### config.mk
export PLATFORM = sky130hd
export DESIGN_NAME = card_task_queue_executor
export DESIGN_NICKNAME = d
export VERILOG_FILES = /design/src/verilog/queue_pkg.sv /design/src/verilog/card_task_queue_executor.sv /design/src/verilog/deadline_timer.sv /design/src/verilog/task_store.sv
export SDC_FILE = /design/constraint.sdc
export NUM_CORES = 2
export LEC_CHECK = 0
export BUFFER_PORTS_ARGS = -buffer_cell sky130_fd_sc_hd__buf_2
export CORE_ASPECT_RATIO = 0.8
export CORE_MARGIN = 5
export CORE_UTILIZATION = 55
export CTS_CLUSTER_DIAMETER = 40
export DETAILED_ROUTE_END_ITERATION = 8
export GPL_ROUTABILITY_DRIVEN = 1
export PLACE_DENSITY = 0.71
export SYNTH_ARGS = -nofsm -noshare
export SYNTH_HDL_FRONTEND = slang
export SYNTH_SLANG_ARGS = --single-unit
### constraint.sdc
create_clock -name clk_i -period 7.9 [get_ports clk_i]
set_input_delay 2.37 -clock clk_i [delete_from_list [all_inputs] [get_ports clk_i]]
set_output_delay 2.37 -clock clk_i [all_outputs]
set_load 0.02 [all_outputs]
### src/verilog/queue_pkg.sv
// shared constants for the card task queue executor
package queue_pkg;
   // clock and deadlines
   localparam int unsigned CLK_HZ = 50_000_000;
   localparam int unsigned READY_MS = 250;
   localparam int unsigned READ_PREP_MS = 100;
   localparam int unsigned WR_BLK_MS = 250;
   localparam int unsigned WR_BLK_HC_MS = 500;
   localparam int unsigned READY_CYC_DEF = CLK_HZ / 1000 * READY_MS;
   localparam int unsigned READ_CYC_DEF = CLK_HZ / 1000 * READ_PREP_MS;
   localparam int unsigned WR_CYC_DEF = CLK_HZ / 1000 * WR_BLK_MS;
   localparam int unsigned WR_HC_CYC_DEF = CLK_HZ / 1000 * WR_BLK_HC_MS;
   localparam int TMR_W = 25;
   // task entry layout {dir, count, address}
   localparam int ID_W = 5;
   localparam int CNT_W = 16;
   localparam int ADR_W = 32;
   localparam int ENT_W = 1 + CNT_W + ADR_W;
   localparam int ENT_DIR = ENT_W - 1;
   // register byte offsets
   localparam logic [7:0] OFF_CMD = 8'h00;
   localparam logic [7:0] OFF_ARG = 8'h04;
   localparam logic [7:0] OFF_RESP = 8'h08;
   localparam logic [7:0] OFF_INFO = 8'h0C;
   localparam logic [7:0] OFF_READY = 8'h10;
   localparam logic [7:0] OFF_CTRL = 8'h14;
   localparam logic [7:0] OFF_TERR = 8'h18;
   localparam logic [7:0] OFF_XFER = 8'h1C;
   // control bits
   localparam int CTRL_EN = 0;
   localparam int CTRL_SEQ = 1;
   localparam int CTRL_HC = 2;
   // info bits
   localparam int INFO_BUSY = 0;
   localparam int INFO_ANS = 1;
   localparam int INFO_IDX = 8;
   // argument fields
   localparam int ARG_DIR = 30;
   localparam int ARG_ID = 16;
   localparam int ARG_OP = 0;
   // command indexes
   localparam logic [5:0] CMD_STOP = 6'h0C;
   localparam logic [5:0] CMD_BLKLEN = 6'h10;
   localparam logic [5:0] CMD_QMGMT = 6'h2B;
   localparam logic [5:0] CMD_TPARAM = 6'h2C;
   localparam logic [5:0] CMD_TADDR = 6'h2D;
   localparam logic [5:0] CMD_EXEC_RD = 6'h2E;
   localparam logic [5:0] CMD_EXEC_WR = 6'h2F;
   // queue management operation codes
   localparam logic [3:0] QM_ABORT_ALL = 4'h1;
   localparam logic [3:0] QM_ABORT_ONE = 4'h2;
   // card status bit positions
   localparam int ST_ADDR_BEYOND = 31;
   localparam int ST_BLKLEN_FAULT = 29;
   localparam int ST_WP_BREACH = 26;
   localparam int ST_ILLEGAL = 22;
   localparam int ST_CORR_FAIL = 21;
   localparam int ST_ERROR = 19;
   // block length in queue mode and after reset
   localparam logic [11:0] QUEUE_BLK_LEN = 12'h200;
   localparam logic [11:0] BLK_LEN_RST = 12'h200;
   // command sequencer states
   typedef enum logic [2:0] {S_IDLE = 3'b001, S_LOOK = 3'b010, S_CHECK = 3'b100} seq_e;
endpackage : queue_pkg

### src/verilog/card_task_queue_executor.sv
// card-side task queue: submission, readiness, execution, abort, error reporting
`timescale 1ns/10ps
`default_nettype none
module card_task_queue_executor
   import queue_pkg::*;
#(
   parameter int QDEPTH = 32,
   parameter logic [31:0] CAP_BLOCKS = 32'hFFFF_FFFF,
   parameter int unsigned READY_CYC = READY_CYC_DEF,
   parameter int unsigned READ_CYC = READ_CYC_DEF,
   parameter int unsigned WR_CYC = WR_CYC_DEF,
   parameter int unsigned WR_HC_CYC = WR_HC_CYC_DEF
)
(
   input wire logic clk_i,
   input wire logic rst_i,
   input wire logic [7:0] adr_i,
   input wire logic [31:0] dat_i,
   output logic [31:0] dat_o,
   input wire logic [3:0] sel_i,
   input wire logic we_i,
   input wire logic cyc_i,
   input wire logic stb_i,
   output logic ack_o,
   input wire logic link_clk_i,
   input wire logic blk_done_i,
   input wire logic mem_err_i,
   input wire logic corr_fail_i,
   input wire logic wp_i,
   output logic xfer_active_o,
   output logic xfer_read_o,
   output logic xfer_go_o,
   output logic [ID_W-1:0] xfer_id_o,
   output logic [ADR_W-1:0] xfer_addr_o,
   output logic [CNT_W-1:0] xfer_left_o,
   output logic [11:0] blk_len_o
);
   localparam int NT = 2**ID_W;

   seq_e state_r;
   logic ack_r, req, wr, cmd_wr, chk, cq_off;
   logic [7:0] off;
   logic [5:0] cmd_r;
   logic [31:0] arg_r, resp_r, stat_w;
   logic ans_r, cq_en_r, seq_r, hc_r;
   logic [11:0] blklen_r;
   logic [NT-1:0] valid_r, ready_r, errmap_r, set_m, clr_m, rdy_m, err_m;
   logic pend_r, p_dir_r;
   logic [ID_W-1:0] p_id_r;
   logic [CNT_W-1:0] p_cnt_r;
   logic ill_pend_r, err_pend_r, corr_pend_r;
   logic [ID_W-1:0] a_id;
   logic [ENT_W-1:0] rd_w;
   logic [5:0] low_valid, low_wait;
   logic [ADR_W:0] end_blk;
   logic d_ok, d_ill, d_gerr, d_rng, d_wp, d_q44, d_sub, d_exec, d_xerr, d_all, d_one, d_stop;
   logic xf_act_r, xf_rd_r, xf_go_r;
   logic [ID_W-1:0] xf_id_r;
   logic [ADR_W-1:0] xf_addr_r;
   logic [CNT_W-1:0] xf_left_r;
   logic lk_s1, lk_s2, lk_s3, bd_s1, bd_s2, blk_ev, blk_last, xf_done;
   logic rdy_done, prep_done, wr_to;

   // lowest set bit of a task vector as {found, id}
   function automatic logic [5:0] first_set(input logic [NT-1:0] v);
      logic [5:0] r;
      r = '0;
      for (int i = NT - 1; i >= 0; i--)
         if (v[i])
            r = {1'b1, ID_W'(i)};
      return r;
   endfunction : first_set

   ////////////////////////////////////////////////////////////////////////////
   // wishbone slave: one wait state, ack dropped the cycle after it rose
   assign off = {adr_i[7:2], 2'b00};
   assign req = cyc_i & stb_i & ~ack_r;
   assign wr = req & we_i;
   assign ack_o = ack_r;
   assign cmd_wr = wr & sel_i[0] & (off == OFF_CMD) & (state_r == S_IDLE);
   assign cq_off = wr & sel_i[0] & (off == OFF_CTRL) & cq_en_r & ~dat_i[CTRL_EN];

   always_ff @(posedge clk_i)
   begin
      if (rst_i)
         ack_r <= 1'b0;
      else
         ack_r <= req;
   end

   // read mux; unmapped offsets read zero
   always_ff @(posedge clk_i)
   begin
      if (rst_i)
         dat_o <= '0;
      else if (req && !we_i)
      begin
         unique case (off)
            OFF_CMD: dat_o <= {26'h0, cmd_r};
            OFF_ARG: dat_o <= arg_r;
            OFF_RESP: dat_o <= resp_r;
            OFF_INFO: dat_o <= {18'h0, cmd_r, 6'h0, ans_r, state_r != S_IDLE};
            OFF_READY: dat_o <= ready_r;
            OFF_CTRL: dat_o <= {29'h0, hc_r, seq_r, cq_en_r};
            OFF_TERR: dat_o <= errmap_r;
            OFF_XFER: dat_o <= {xf_left_r, 8'h0, xf_id_r, xf_go_r, xf_rd_r, xf_act_r};
            default: dat_o <= '0;
         endcase
      end
   end

   // argument register honours byte lanes
   always_ff @(posedge clk_i)
   begin
      if (rst_i)
         arg_r <= '0;
      else if (wr && off == OFF_ARG)
         for (int b = 0; b < 4; b++)
            if (sel_i[b])
               arg_r[8*b +: 8] <= dat_i[8*b +: 8];
   end

   // mode control; block length from the length command is kept across queue mode
   always_ff @(posedge clk_i)
   begin
      if (rst_i)
      begin
         cq_en_r <= 1'b0;
         seq_r <= 1'b0;
         hc_r <= 1'b0;
         blklen_r <= BLK_LEN_RST;
      end
      else
      begin
         if (wr && sel_i[0] && off == OFF_CTRL)
         begin
            cq_en_r <= dat_i[CTRL_EN];
            seq_r <= dat_i[CTRL_SEQ];
            hc_r <= dat_i[CTRL_HC];
         end
         if (chk && cmd_r == CMD_BLKLEN && !cq_en_r)
            blklen_r <= arg_r[11:0];
      end
   end
   assign blk_len_o = cq_en_r ? QUEUE_BLK_LEN : blklen_r;

   ////////////////////////////////////////////////////////////////////////////
   // command sequencer: latch, look up the task entry, then decide
   always_ff @(posedge clk_i)
   begin
      if (rst_i)
      begin
         state_r <= S_IDLE;
         cmd_r <= '0;
      end
      else
      begin
         unique case (state_r)
            S_IDLE:
               if (cmd_wr)
               begin
                  cmd_r <= dat_i[5:0];
                  state_r <= S_LOOK;
               end
            S_LOOK: state_r <= S_CHECK;
            S_CHECK: state_r <= S_IDLE;
         endcase
      end
   end

   assign chk = (state_r == S_CHECK);
   assign a_id = arg_r[ARG_ID +: ID_W];
   assign low_valid = first_set(valid_r);
   assign low_wait = first_set(valid_r & ~ready_r);
   assign end_blk = {1'b0, rd_w[ADR_W-1:0]} + {{(ADR_W+1-CNT_W){1'b0}}, rd_w[ENT_DIR-1:ADR_W]};

   // decision for the latched command
   always_comb
   begin
      {d_ok, d_ill, d_gerr, d_rng, d_wp, d_q44, d_sub, d_exec, d_xerr, d_all, d_one, d_stop} = 12'h800;
      if (chk)
      begin
         if (!cq_en_r && cmd_r >= CMD_QMGMT && cmd_r <= CMD_EXEC_WR)
            {d_ok, d_ill} = 2'h1;
         else
         begin
            case (cmd_r)
               CMD_TPARAM:
                  if (arg_r[CNT_W-1:0] == '0 || valid_r[a_id] || 32'(a_id) >= 32'(QDEPTH))
                     {d_ok, d_ill} = 2'h1;
                  else
                     d_q44 = 1'b1;
               CMD_TADDR:
                  if (!pend_r)
                     {d_ok, d_ill} = 2'h1;
                  else
                     d_sub = 1'b1;
               CMD_EXEC_RD, CMD_EXEC_WR:
                  if (!valid_r[a_id] || rd_w[ENT_DIR] != (cmd_r == CMD_EXEC_RD) || xf_act_r ||
                      (!seq_r && !ready_r[a_id]) || (seq_r && low_valid[ID_W-1:0] != a_id))
                     {d_ok, d_ill} = 2'h1;
                  else if (end_blk > {1'b0, CAP_BLOCKS})
                     {d_rng, d_xerr} = 2'h3;
                  else if (cmd_r == CMD_EXEC_WR && wp_i)
                     {d_wp, d_xerr} = 2'h3;
                  else
                     d_exec = 1'b1;
               CMD_QMGMT:
                  if (arg_r[ARG_OP +: 4] == QM_ABORT_ALL)
                     d_all = 1'b1;
                  else if (arg_r[ARG_OP +: 4] == QM_ABORT_ONE)
                     d_one = valid_r[a_id];
                  else
                     d_gerr = 1'b1;
               CMD_STOP: d_stop = 1'b1;
               default: d_ok = 1'b1;
            endcase
         end
      end
   end

   // status word; block length fault is never raised in queue mode
   always_comb
   begin
      stat_w = '0;
      stat_w[ST_ILLEGAL] = ill_pend_r;
      stat_w[ST_ERROR] = d_gerr | err_pend_r;
      stat_w[ST_CORR_FAIL] = corr_pend_r;
      stat_w[ST_ADDR_BEYOND] = d_rng;
      stat_w[ST_WP_BREACH] = d_wp;
      stat_w[ST_BLKLEN_FAULT] = 1'b0;
   end

   // response and sticky flags; a new event beats the clear by a report
   always_ff @(posedge clk_i)
   begin
      if (rst_i)
      begin
         resp_r <= '0;
         ans_r <= 1'b0;
         ill_pend_r <= 1'b0;
         err_pend_r <= 1'b0;
         corr_pend_r <= 1'b0;
      end
      else
      begin
         if (chk)
         begin
            ans_r <= d_ok;
            if (d_ok)
               resp_r <= stat_w;
         end
         ill_pend_r <= (ill_pend_r & ~(chk & d_ok)) | d_ill;
         err_pend_r <= (err_pend_r & ~(chk & d_ok)) | mem_err_i | wr_to;
         corr_pend_r <= (corr_pend_r & ~(chk & d_ok)) | corr_fail_i;
      end
   end

   // pending parameter command, voided by any other command
   always_ff @(posedge clk_i)
   begin
      if (rst_i)
      begin
         pend_r <= 1'b0;
         p_dir_r <= 1'b0;
         p_id_r <= '0;
         p_cnt_r <= '0;
      end
      else if (chk)
      begin
         pend_r <= d_q44;
         if (d_q44)
         begin
            p_dir_r <= arg_r[ARG_DIR];
            p_id_r <= a_id;
            p_cnt_r <= arg_r[CNT_W-1:0];
         end
      end
   end

   ////////////////////////////////////////////////////////////////////////////
   // per-id flags and the parameter store
   always_comb
   begin
      set_m = d_sub ? NT'(1) << p_id_r : '0;
      rdy_m = rdy_done ? NT'(1) << low_wait[ID_W-1:0] : '0;
      clr_m = (d_all || cq_off) ? '1 : '0;
      if (d_one || d_xerr)
         clr_m = clr_m | (NT'(1) << a_id);
      if (xf_done)
         clr_m = clr_m | (NT'(1) << xf_id_r);
      err_m = '0;
      if (d_xerr)
         err_m = NT'(1) << a_id;
      if (wr_to || (mem_err_i && xf_act_r))
         err_m = err_m | (NT'(1) << xf_id_r);
   end

   always_ff @(posedge clk_i)
   begin
      if (rst_i)
      begin
         valid_r <= '0;
         ready_r <= '0;
         errmap_r <= '0;
      end
      else
      begin
         valid_r <= (valid_r & ~clr_m) | set_m;
         ready_r <= (ready_r & ~clr_m) | rdy_m;
         errmap_r <= (errmap_r & ~set_m) | err_m;
      end
   end

   task_store #(.DW(ENT_W), .AW(ID_W)) u_store (
      .clk_i(clk_i),
      .rst_i(rst_i),
      .we_i(d_sub),
      .waddr_i(p_id_r),
      .wdata_i({p_dir_r, p_cnt_r, arg_r}),
      .clr_i(clr_m),
      .raddr_i(a_id),
      .rdata_o(rd_w)
   );

   // readiness pacer runs while a queued task still waits; host may see more later
   deadline_timer #(.W(TMR_W)) u_ready (
      .clk_i(clk_i),
      .rst_i(rst_i),
      .run_i(low_wait[ID_W] & cq_en_r),
      .limit_i(TMR_W'(READY_CYC)),
      .done_o(rdy_done)
   );

   ////////////////////////////////////////////////////////////////////////////
   // link clock and block strobe pass two flops; edges found on the second
   always_ff @(posedge clk_i)
   begin
      if (rst_i)
         {lk_s1, lk_s2, lk_s3, bd_s1, bd_s2} <= '0;
      else
         {lk_s1, lk_s2, lk_s3, bd_s1, bd_s2} <= {link_clk_i, lk_s1, lk_s2, blk_done_i, bd_s1};
   end
   assign blk_ev = lk_s2 & ~lk_s3 & bd_s2 & xf_act_r & xf_go_r;
   assign blk_last = blk_ev & (xf_left_r == CNT_W'(1));
   assign xf_done = xf_act_r & (blk_last | wr_to | d_stop);

   // read preparation deadline
   deadline_timer #(.W(TMR_W)) u_prep (
      .clk_i(clk_i),
      .rst_i(rst_i),
      .run_i(xf_act_r & xf_rd_r & ~xf_go_r),
      .limit_i(TMR_W'(READ_CYC)),
      .done_o(prep_done)
   );

   // per-block write timeout, restarted by every block
   deadline_timer #(.W(TMR_W)) u_wrto (
      .clk_i(clk_i),
      .rst_i(rst_i),
      .run_i(xf_act_r & ~xf_rd_r & ~blk_ev),
      .limit_i(hc_r ? TMR_W'(WR_HC_CYC) : TMR_W'(WR_CYC)),
      .done_o(wr_to)
   );

   // transfer engine; aborts end it without completion
   always_ff @(posedge clk_i)
   begin
      if (rst_i)
      begin
         xf_act_r <= 1'b0;
         xf_rd_r <= 1'b0;
         xf_go_r <= 1'b0;
         xf_id_r <= '0;
         xf_addr_r <= '0;
         xf_left_r <= '0;
      end
      else if (d_exec)
      begin
         xf_act_r <= 1'b1;
         xf_rd_r <= rd_w[ENT_DIR];
         xf_go_r <= ~rd_w[ENT_DIR];
         xf_id_r <= a_id;
         xf_left_r <= rd_w[ENT_DIR-1:ADR_W];
         xf_addr_r <= rd_w[ADR_W-1:0];
      end
      else if (xf_done || clr_m[xf_id_r])
      begin
         xf_act_r <= 1'b0;
         xf_go_r <= 1'b0;
      end
      else
      begin
         if (prep_done)
            xf_go_r <= 1'b1;
         if (blk_ev)
         begin
            xf_left_r <= xf_left_r - 1'b1;
            xf_addr_r <= xf_addr_r + 1'b1;
         end
      end
   end

   assign xfer_active_o = xf_act_r;
   assign xfer_read_o = xf_rd_r;
   assign xfer_go_o = xf_go_r;
   assign xfer_id_o = xf_id_r;
   assign xfer_addr_o = xf_addr_r;
   assign xfer_left_o = xf_left_r;
endmodule : card_task_queue_executor
`default_nettype wire

### src/verilog/deadline_timer.sv
// cycle counter that pulses once each time a programmed limit is reached
`timescale 1ns/10ps
`default_nettype none
module deadline_timer
#(
   parameter int W = 25
)
(
   input wire logic clk_i,
   input wire logic rst_i,
   input wire logic run_i,
   input wire logic [W-1:0] limit_i,
   output logic done_o
);
   logic [W-1:0] cnt_r;
   logic at_end;

   // limit of zero behaves like one cycle; the subtraction alone would wrap to the maximum
   assign at_end = (limit_i == '0) || (cnt_r >= limit_i - 1'b1);
   assign done_o = run_i & at_end;

   // count while running, wrap at the limit, clear when stopped
   always_ff @(posedge clk_i)
   begin
      if (rst_i || !run_i || at_end)
         cnt_r <= '0;
      else
         cnt_r <= cnt_r + 1'b1;
   end
endmodule : deadline_timer
`default_nettype wire

### src/verilog/task_store.sv
// per-task parameter store with registered read and per-entry clear
`timescale 1ns/10ps
`default_nettype none
module task_store
#(
   parameter int DW = 49,
   parameter int AW = 5
)
(
   input wire logic clk_i,
   input wire logic rst_i,
   input wire logic we_i,
   input wire logic [AW-1:0] waddr_i,
   input wire logic [DW-1:0] wdata_i,
   input wire logic [2**AW-1:0] clr_i,
   input wire logic [AW-1:0] raddr_i,
   output logic [DW-1:0] rdata_o
);
   logic [DW-1:0] mem_r [2**AW];

   // a write to an entry beats its clear; a live id is never both
   always_ff @(posedge clk_i)
   begin
      for (int i = 0; i < 2**AW; i++)
      begin
         if (rst_i)
            mem_r[i] <= '0;
         else if (we_i && waddr_i == AW'(i))
            mem_r[i] <= wdata_i;
         else if (clr_i[i])
            mem_r[i] <= '0;
      end
   end

   // registered read port
   always_ff @(posedge clk_i)
   begin
      if (rst_i)
         rdata_o <= '0;
      else
         rdata_o <= mem_r[raddr_i];
   end
endmodule : task_store
`default_nettype wire

# Word level (Yosys, flattened, before mapping)
# Memory sizes are Yosys's and may differ from the RTL's. A register that Yosys moved wholly into a read port is not among the register bits.
# Cells that the tools add are included.
dict set report classes {
  addsub 7
  magnitude_cmp 8
  n_eq_ne 56
  n_shift 4
  n_mux 438
  bitwise 119
  n_reduce_logical 84
}
# op n
set ops {}
lappend ops {{49-bit 2-to-1 mux} 64}
lappend ops {{32-bit 2-to-1 mux} 10}
lappend ops {{1-bit 2-to-1 mux} 287}
lappend ops {{32-bit one-hot mux with 8 select lines} 1}
lappend ops {{6-bit 2-to-1 mux} 32}
lappend ops {{32-bit OR} 6}
lappend ops {{5-bit 2-to-1 mux} 32}
lappend ops {{32-bit bitwise AND} 4}
lappend ops {{1-bit by 5-bit left shift with 32-bit output (first input constant)} 4}
lappend ops {{32-bit inverter} 3}
lappend ops {{5-bit equality test (second input constant)} 16}
lappend ops {{25-bit by 1-bit adder with 25-bit output (second input constant)} 3}
lappend ops {{1-bit OR} 71}
lappend ops {{16-bit 2-to-1 mux} 3}
lappend ops {{1-bit logical AND} 44}
lappend ops {{5-bit by 4-bit equality test with 1-bit output (second input constant)} 8}
lappend ops {{32-bit by 16-bit adder with 33-bit output} 1}
lappend ops {{33-bit by 32-bit greater-than comparator with 1-bit output (second input constant)} 1}
lappend ops {{32-bit by 1-bit adder with 32-bit output (second input constant)} 1}
lappend ops {{6-bit equality test (second input constant)} 5}
lappend ops {{1-bit bitwise AND} 27}
lappend ops {{25-bit by 23-bit >= comparator with 1-bit output (second input constant)} 1}
lappend ops {{25-bit by 24-bit >= comparator with 1-bit output (second input constant)} 1}
lappend ops {{25-bit >= comparator} 1}
lappend ops {{40 further kinds} 90}
dict set report totals {
  register_bits 353
  mem_bits_rw 1568
  input_bits 54
  out_inout_bits 101
  elab_cells 755
  n_memories 1
}
# memory depth width read_ports rd_clocked_by_memory_dff write_ports line_no
set memory_table {}
lappend memory_table {u_store.mem_r 32 49 1 1 32 task_store.sv:19} ;# logic [DW-1:0] mem_r [2**AW];

# Logic depth before layout (Yosys ltp)
dict set report logic_depth {
  ltp_word 48
  mapped_depth 19
  ltp_nobuf 15
}

# Modules after synthesis
# A second synthesis with hierarchy kept.
dict set report hier_totals {
  cells_unflattened 7356
  hier_area_um2 94252.9
}
# module instances cells_each area_each_um2 seq_area_each_um2
set modules_own_cells {}
lappend modules_own_cells {task_store 1 4582 72171.7 48066.1}
lappend modules_own_cells {card_task_queue_executor 1 1999 15503.6 5565.3}
lappend modules_own_cells {{deadline_timer at u_ready} 1 258 2204.6 500.5}
lappend modules_own_cells {{deadline_timer at u_wrto} 1 259 2190.9 500.5}
lappend modules_own_cells {{deadline_timer at u_prep} 1 258 2182.1 500.5}

# Least setup slack after synthesis
# Ideal clock, no wire load.
dict set report synth_timing {
  path_kind {input to register}
  start {input adr_i[5]}
  end {memory u_store.mem_r[13][0] (enable)}
  setup_ns 0.523
  arrival_time_ns 6.273
  required_time_ns 7.377
  slack_ns 1.104
  cell_stages 9
  path_buffers 2
  cell_sequence {nor4b_1 nor4b_1 nand3b_1 o21a_1 clkbuf_1 nand2_1 clkbuf_1 a221oi_1 o21ai_0}
}
# element line_no
set synth_rtl {}
lappend synth_rtl {{start: declaration} card_task_queue_executor.sv:17} ;# input wire logic [7:0] adr_i,
lappend synth_rtl {{end: declaration} task_store.sv:19}

# Worst setup path after layout
dict set report layout_timing {
  start {input adr_i[5]}
  end {register xf_addr_r[24], in the netlist xfer_addr_o[24]}
}
dict set report layout_via {
  elab_chain_len 15
}
# element line_no
set layout_lines {}
lappend layout_lines {{6-bit by 3-bit equality test with 1-bit output *} card_task_queue_executor.sv:81} ;# assign cq_off = wr & sel_i[0] & (off == OFF_CTRL) & cq_en_r & ~dat_i[CTRL_EN];
lappend layout_lines {{1-bit bitwise AND * (3 in series)} card_task_queue_executor.sv:81}
lappend layout_lines {{1-bit logical OR *} card_task_queue_executor.sv:287} ;# clr_m = (d_all || cq_off) ? '1 : '0;
lappend layout_lines {{32-bit 2-to-1 mux *} card_task_queue_executor.sv:287}
lappend layout_lines {{32-bit OR} card_task_queue_executor.sv:289} ;# clr_m = clr_m | (NT'(1) << a_id);
lappend layout_lines {{32-bit 2-to-1 mux *} card_task_queue_executor.sv:288} ;# if (d_one || d_xerr)
lappend layout_lines {{32-bit OR} card_task_queue_executor.sv:291} ;# clr_m = clr_m | (NT'(1) << xf_id_r);
lappend layout_lines {{32-bit 2-to-1 mux *} card_task_queue_executor.sv:290} ;# if (xf_done)
lappend layout_lines {{1-bit binary-select mux with 5-bit select *} card_task_queue_executor.sv:387} ;# else if (xf_done || clr_m[xf_id_r])
lappend layout_lines {{1-bit 2-to-1 mux (implied by the code) *} card_task_queue_executor.sv:387}
lappend layout_lines {{1-bit logical OR *} card_task_queue_executor.sv:387}
lappend layout_lines {{2-bit inequality test (no line) *} -}
lappend layout_lines {{2-bit AND reduction (no line) *} -}
lappend layout_lines {{end signal: assignment} card_task_queue_executor.sv:385} ;# xf_addr_r <= rd_w[ADR_W-1:0];
lappend layout_lines {{end signal: assignment} card_task_queue_executor.sv:399} ;# xf_addr_r <= xf_addr_r + 1'b1;
lappend layout_lines {{end: declaration} card_task_queue_executor.sv:59} ;# logic [ADR_W-1:0] xf_addr_r;
# Mark *: on every way between the ends. The rest lies on a longest branch, timed or not. The select of a mux whose other input is x is not followed.
# A chain may end at the register's enable or synchronous reset.

==> results.md <==
* Status: completed
* Area contributors post-synth: edfxtp_1 (52%), mux4_2 (13%), and2_1 (11%)
* Die Ht at 373 um
* Leading area contributor after synthesis: edfxtp_1
* Worst clock skew at 35.6 ps
* Maximum fanout along the worst path at 24
* Fin. max-slew vios at 0
* # fillers at 12200
* Syn Area/Cell at 13.6 um^2
* Post-synth cell types at 94
* Fin crit period at 6330 ps
* Synth top area share at 51.9%
* Synth Area in Adders at 0.436%
* First-pass GRT wire length at 413 mm
* Initial Util at 55.3%
* Cell Area, Synth at 0.0907 mm^2
* Post-Synth Simple-Gate Area at 16.9%
* Count leader, synth: edfxtp_1
* Area grow syn2layout at 11.6%
* CTS HTree Levels at 4
* Setup crit start: adr_i[5]
* Power density over the cells at 224 mW/mm^2
* Max_cap viols at 0
* Post-synth EDFFs at 1568
* Sequence of cells on the critical path: buf_2 -> nor4b_1 -> nor4b_1 -> buf_4 -> nand3b_1 -> o21ai_1 -> o32ai_1 -> a2111oi_0 -> o22a_1 -> buf_4 -> nor4b_2 -> a21bo_2 -> a311oi_1
* Drt first-iter violations at 8744
* Gates resized, CTS repair at 0
* Final WL at 289 mm
* Clock sink total at 1970
* Most used DFF post-synth: edfxtp_1
* GPL Wtd Cong at 1.02
* Setup Buffers After CTS at 0
* Total Power at 22.7 mW
* Ys async rst share at 0%
* Synth Area in XOR/XNOR at 0.889%
* Detailed-placement wirelength estimate at 172 mm
* Core Region at 0.164 mm^2
* Worst-Margin Slew at 1350 ps
* Combinational family with the most area after synthesis: simple AND/OR/NAND/NOR gates
* Total number of vias at 59000
* Post-synthesis cell count at 6681
* Critical Path AT at 7070 ps
* CP Capture Type: flop
* Ports at 155
* CP startpoint kind: input port
* Synth Warn # at 0
* FF/Latch Area at 0.0552 mm^2
* Via density at 6.57
* Clock Tree Buf Depth at 3
* Post-route ant nets at 0
* Multi-input gate area at 0.0336 mm^2
* Worst EP required at 8650 ps
* Share of cells above drive strength 1 at 18.9%
* VDD IR max at 245 uV
* Slowest CP cell: a2111oi_0
* Setup tns final at 0 ps
* RSZ-0062 raised after global routing: no
* CP max stage delay at 820 ps
* FF+latch count, synth at 1970
* Post-synth top cells: edfxtp_1 (1568), and2_1 (1531), clkbuf_1 (528)
* Clk_lat worst skew at 870 ps
* Die ar. at 0.173 mm^2
* Die Wd at 464 um
* Post-synthesis mux area share at 13.9%
* Final worst path period share at 80.1%
* CTS tree: built
* Highest clock rate at 158 MHz
* Cell family with the largest share of critical-path delay: compound AO/OA/AOI/OAI gates
* Critical path type: in -> reg
* Row Count at 133
* DRC at 0
* Vias in the first global route at 57500
* Root buffer selected by CTS: clkbuf_16
* HP Class: reg -> reg
* Slew HR at 9.80%
* Largest net degree at the start of global routing at 114
* Nets at 6708
* Clock slew at reported path FFs at 60 ps
* Sequential share of the synthesized area at 60.8%
* Post-synthesis compound-gate area fraction at 4.39%
* RR Startpoint: arg_r[20]
* Final setup violation count at 0
* Hold Path Origin: blklen_r[0]
* DP Worst Slack at 1100 ps
* P_leak at 34.1 nW
* Final Hold Vio Count at 0
* Drt pass-1 iters at 8
* CTS Hold Buffers Added at 0
* GRT Total Usage at 33.0%
* Num CTS Buffers at 218
* GR Overflow Total at 0
* Post-DR wirelength/cell at 32.1 um
* I/O Buffers at 152
* Setup ws final at 1580 ps
* Initial antenna violation count at 30
* WP buf/inv at 3
==> worst min-delay path, stage by stage, from the launching register on <==
cell     delay (ps)
dfxtp_1         300
nand2_1          50
a21oi_1          50
==> sequential cells by signal (all words and copies together) (netlist names), 6 cells and up <==
name,flops
cmd_r,6
u_prep.cnt_r,25
arg_r,32
dat_o,32
valid_r,32
xfer_addr_o,32
errmap_r,32
p_cnt_r,16
u_store.rdata_o,49
ready_r,32
blklen_r,12
u_ready.cnt_r,25
u_store.mem_r,1568
u_wrto.cnt_r,25
xfer_left_o,16
==> report_power, final <==
group | internal (mW) | switching (mW) | total (mW)
clock network | 5.97 | 4.34 | 10.3
registers | 11.6 | 0.128 | 11.7
logic | 0.226 | 0.466 | 0.693
total | 17.8 | 4.93 | 22.7
==> path summary, 6_finish.rpt <==
| path | end | slack (ps) | cells after the start |
|---|---|---|---|
| hold / removal | blklen_r[0] | 450 | 2 |
| setup reg to reg | xfer_addr_o[26] | 1670 | 14 |
| hold reg to reg | blklen_r[0] | 450 | 2 |
| setup / recovery | xfer_addr_o[24] | 1580 | 13 |
==> metrics by stage <==
stage / util, % / hold WS, ps / cell area [um^2] / instances
2_1_floorplan: - / 414 / 90700 / 6683
4_1_cts: 61.7 / 448 / 101000 / 8969
5_1_grt: 61.7 / 469 / 101000 / 8970
6_report: 61.7 / 445 / 101000 / 8983
3_3_place_gp: 57.2 / 434 / 93900 / 8563
3_5_place_dp: 57.2 / 429 / 93900 / 8563
==> kinds of logic (layout without fill, tap and decap cells) <==
| kind of cell | after synthesis | in the layout |
|---|---|---|
| AOI/OAI and AO/OA | 579 | 579 |
| xor gates and xnor gates | 92 | 92 |
| adders and majority gates | 31 | 31 |
| buffers and inverters | 643 | 769 |
| DFF | 1970 | 1970 |
| muxes | 628 | 628 |
| other | 1 | 17 |
| and+or+nand+nor | 2737 | 2737 |
==> per-layer routing <==
layer,GRT usage (%),up-vias,routed length [um]
li1,-,24500,-
met2,49.5,3805,129000
met5,0,-,33
met4,12.0,4,11700
met1,45.8,30000,110000
met3,10.3,668,37900
==> layout by cell type, fill, tap and decap left out, drive strengths merged, types with 44 or more instances in the layout <==
cell type and n:
clkbuf 282, xnor2 50, nand2 291, nor2b 48, a21oi 176, mux4 505, clkinv 64, nand4 44
inv 61, mux2i 119, edfxtp 1568, and2 1532, o21ai 71, buf 322, dfxtp 402, nand3 86
nor2 410, nor4 46, nor3 113
==> area by class of cell <==
class | count | area share [%]
Tap cell | 2160 | 2.67
Inverter | 41 | 0.152
Timing Repair Buffer | 322 | 2.21
Antenna cell | 14 | 0.0346
Clock inverter | 124 | 1.31
Multi-Input combinational cell | 4070 | 33.2
Sequential cell | 1970 | 54.5
Clock buffer | 282 | 5.91
No activity file was read; power rests on OpenSTA's default activity.
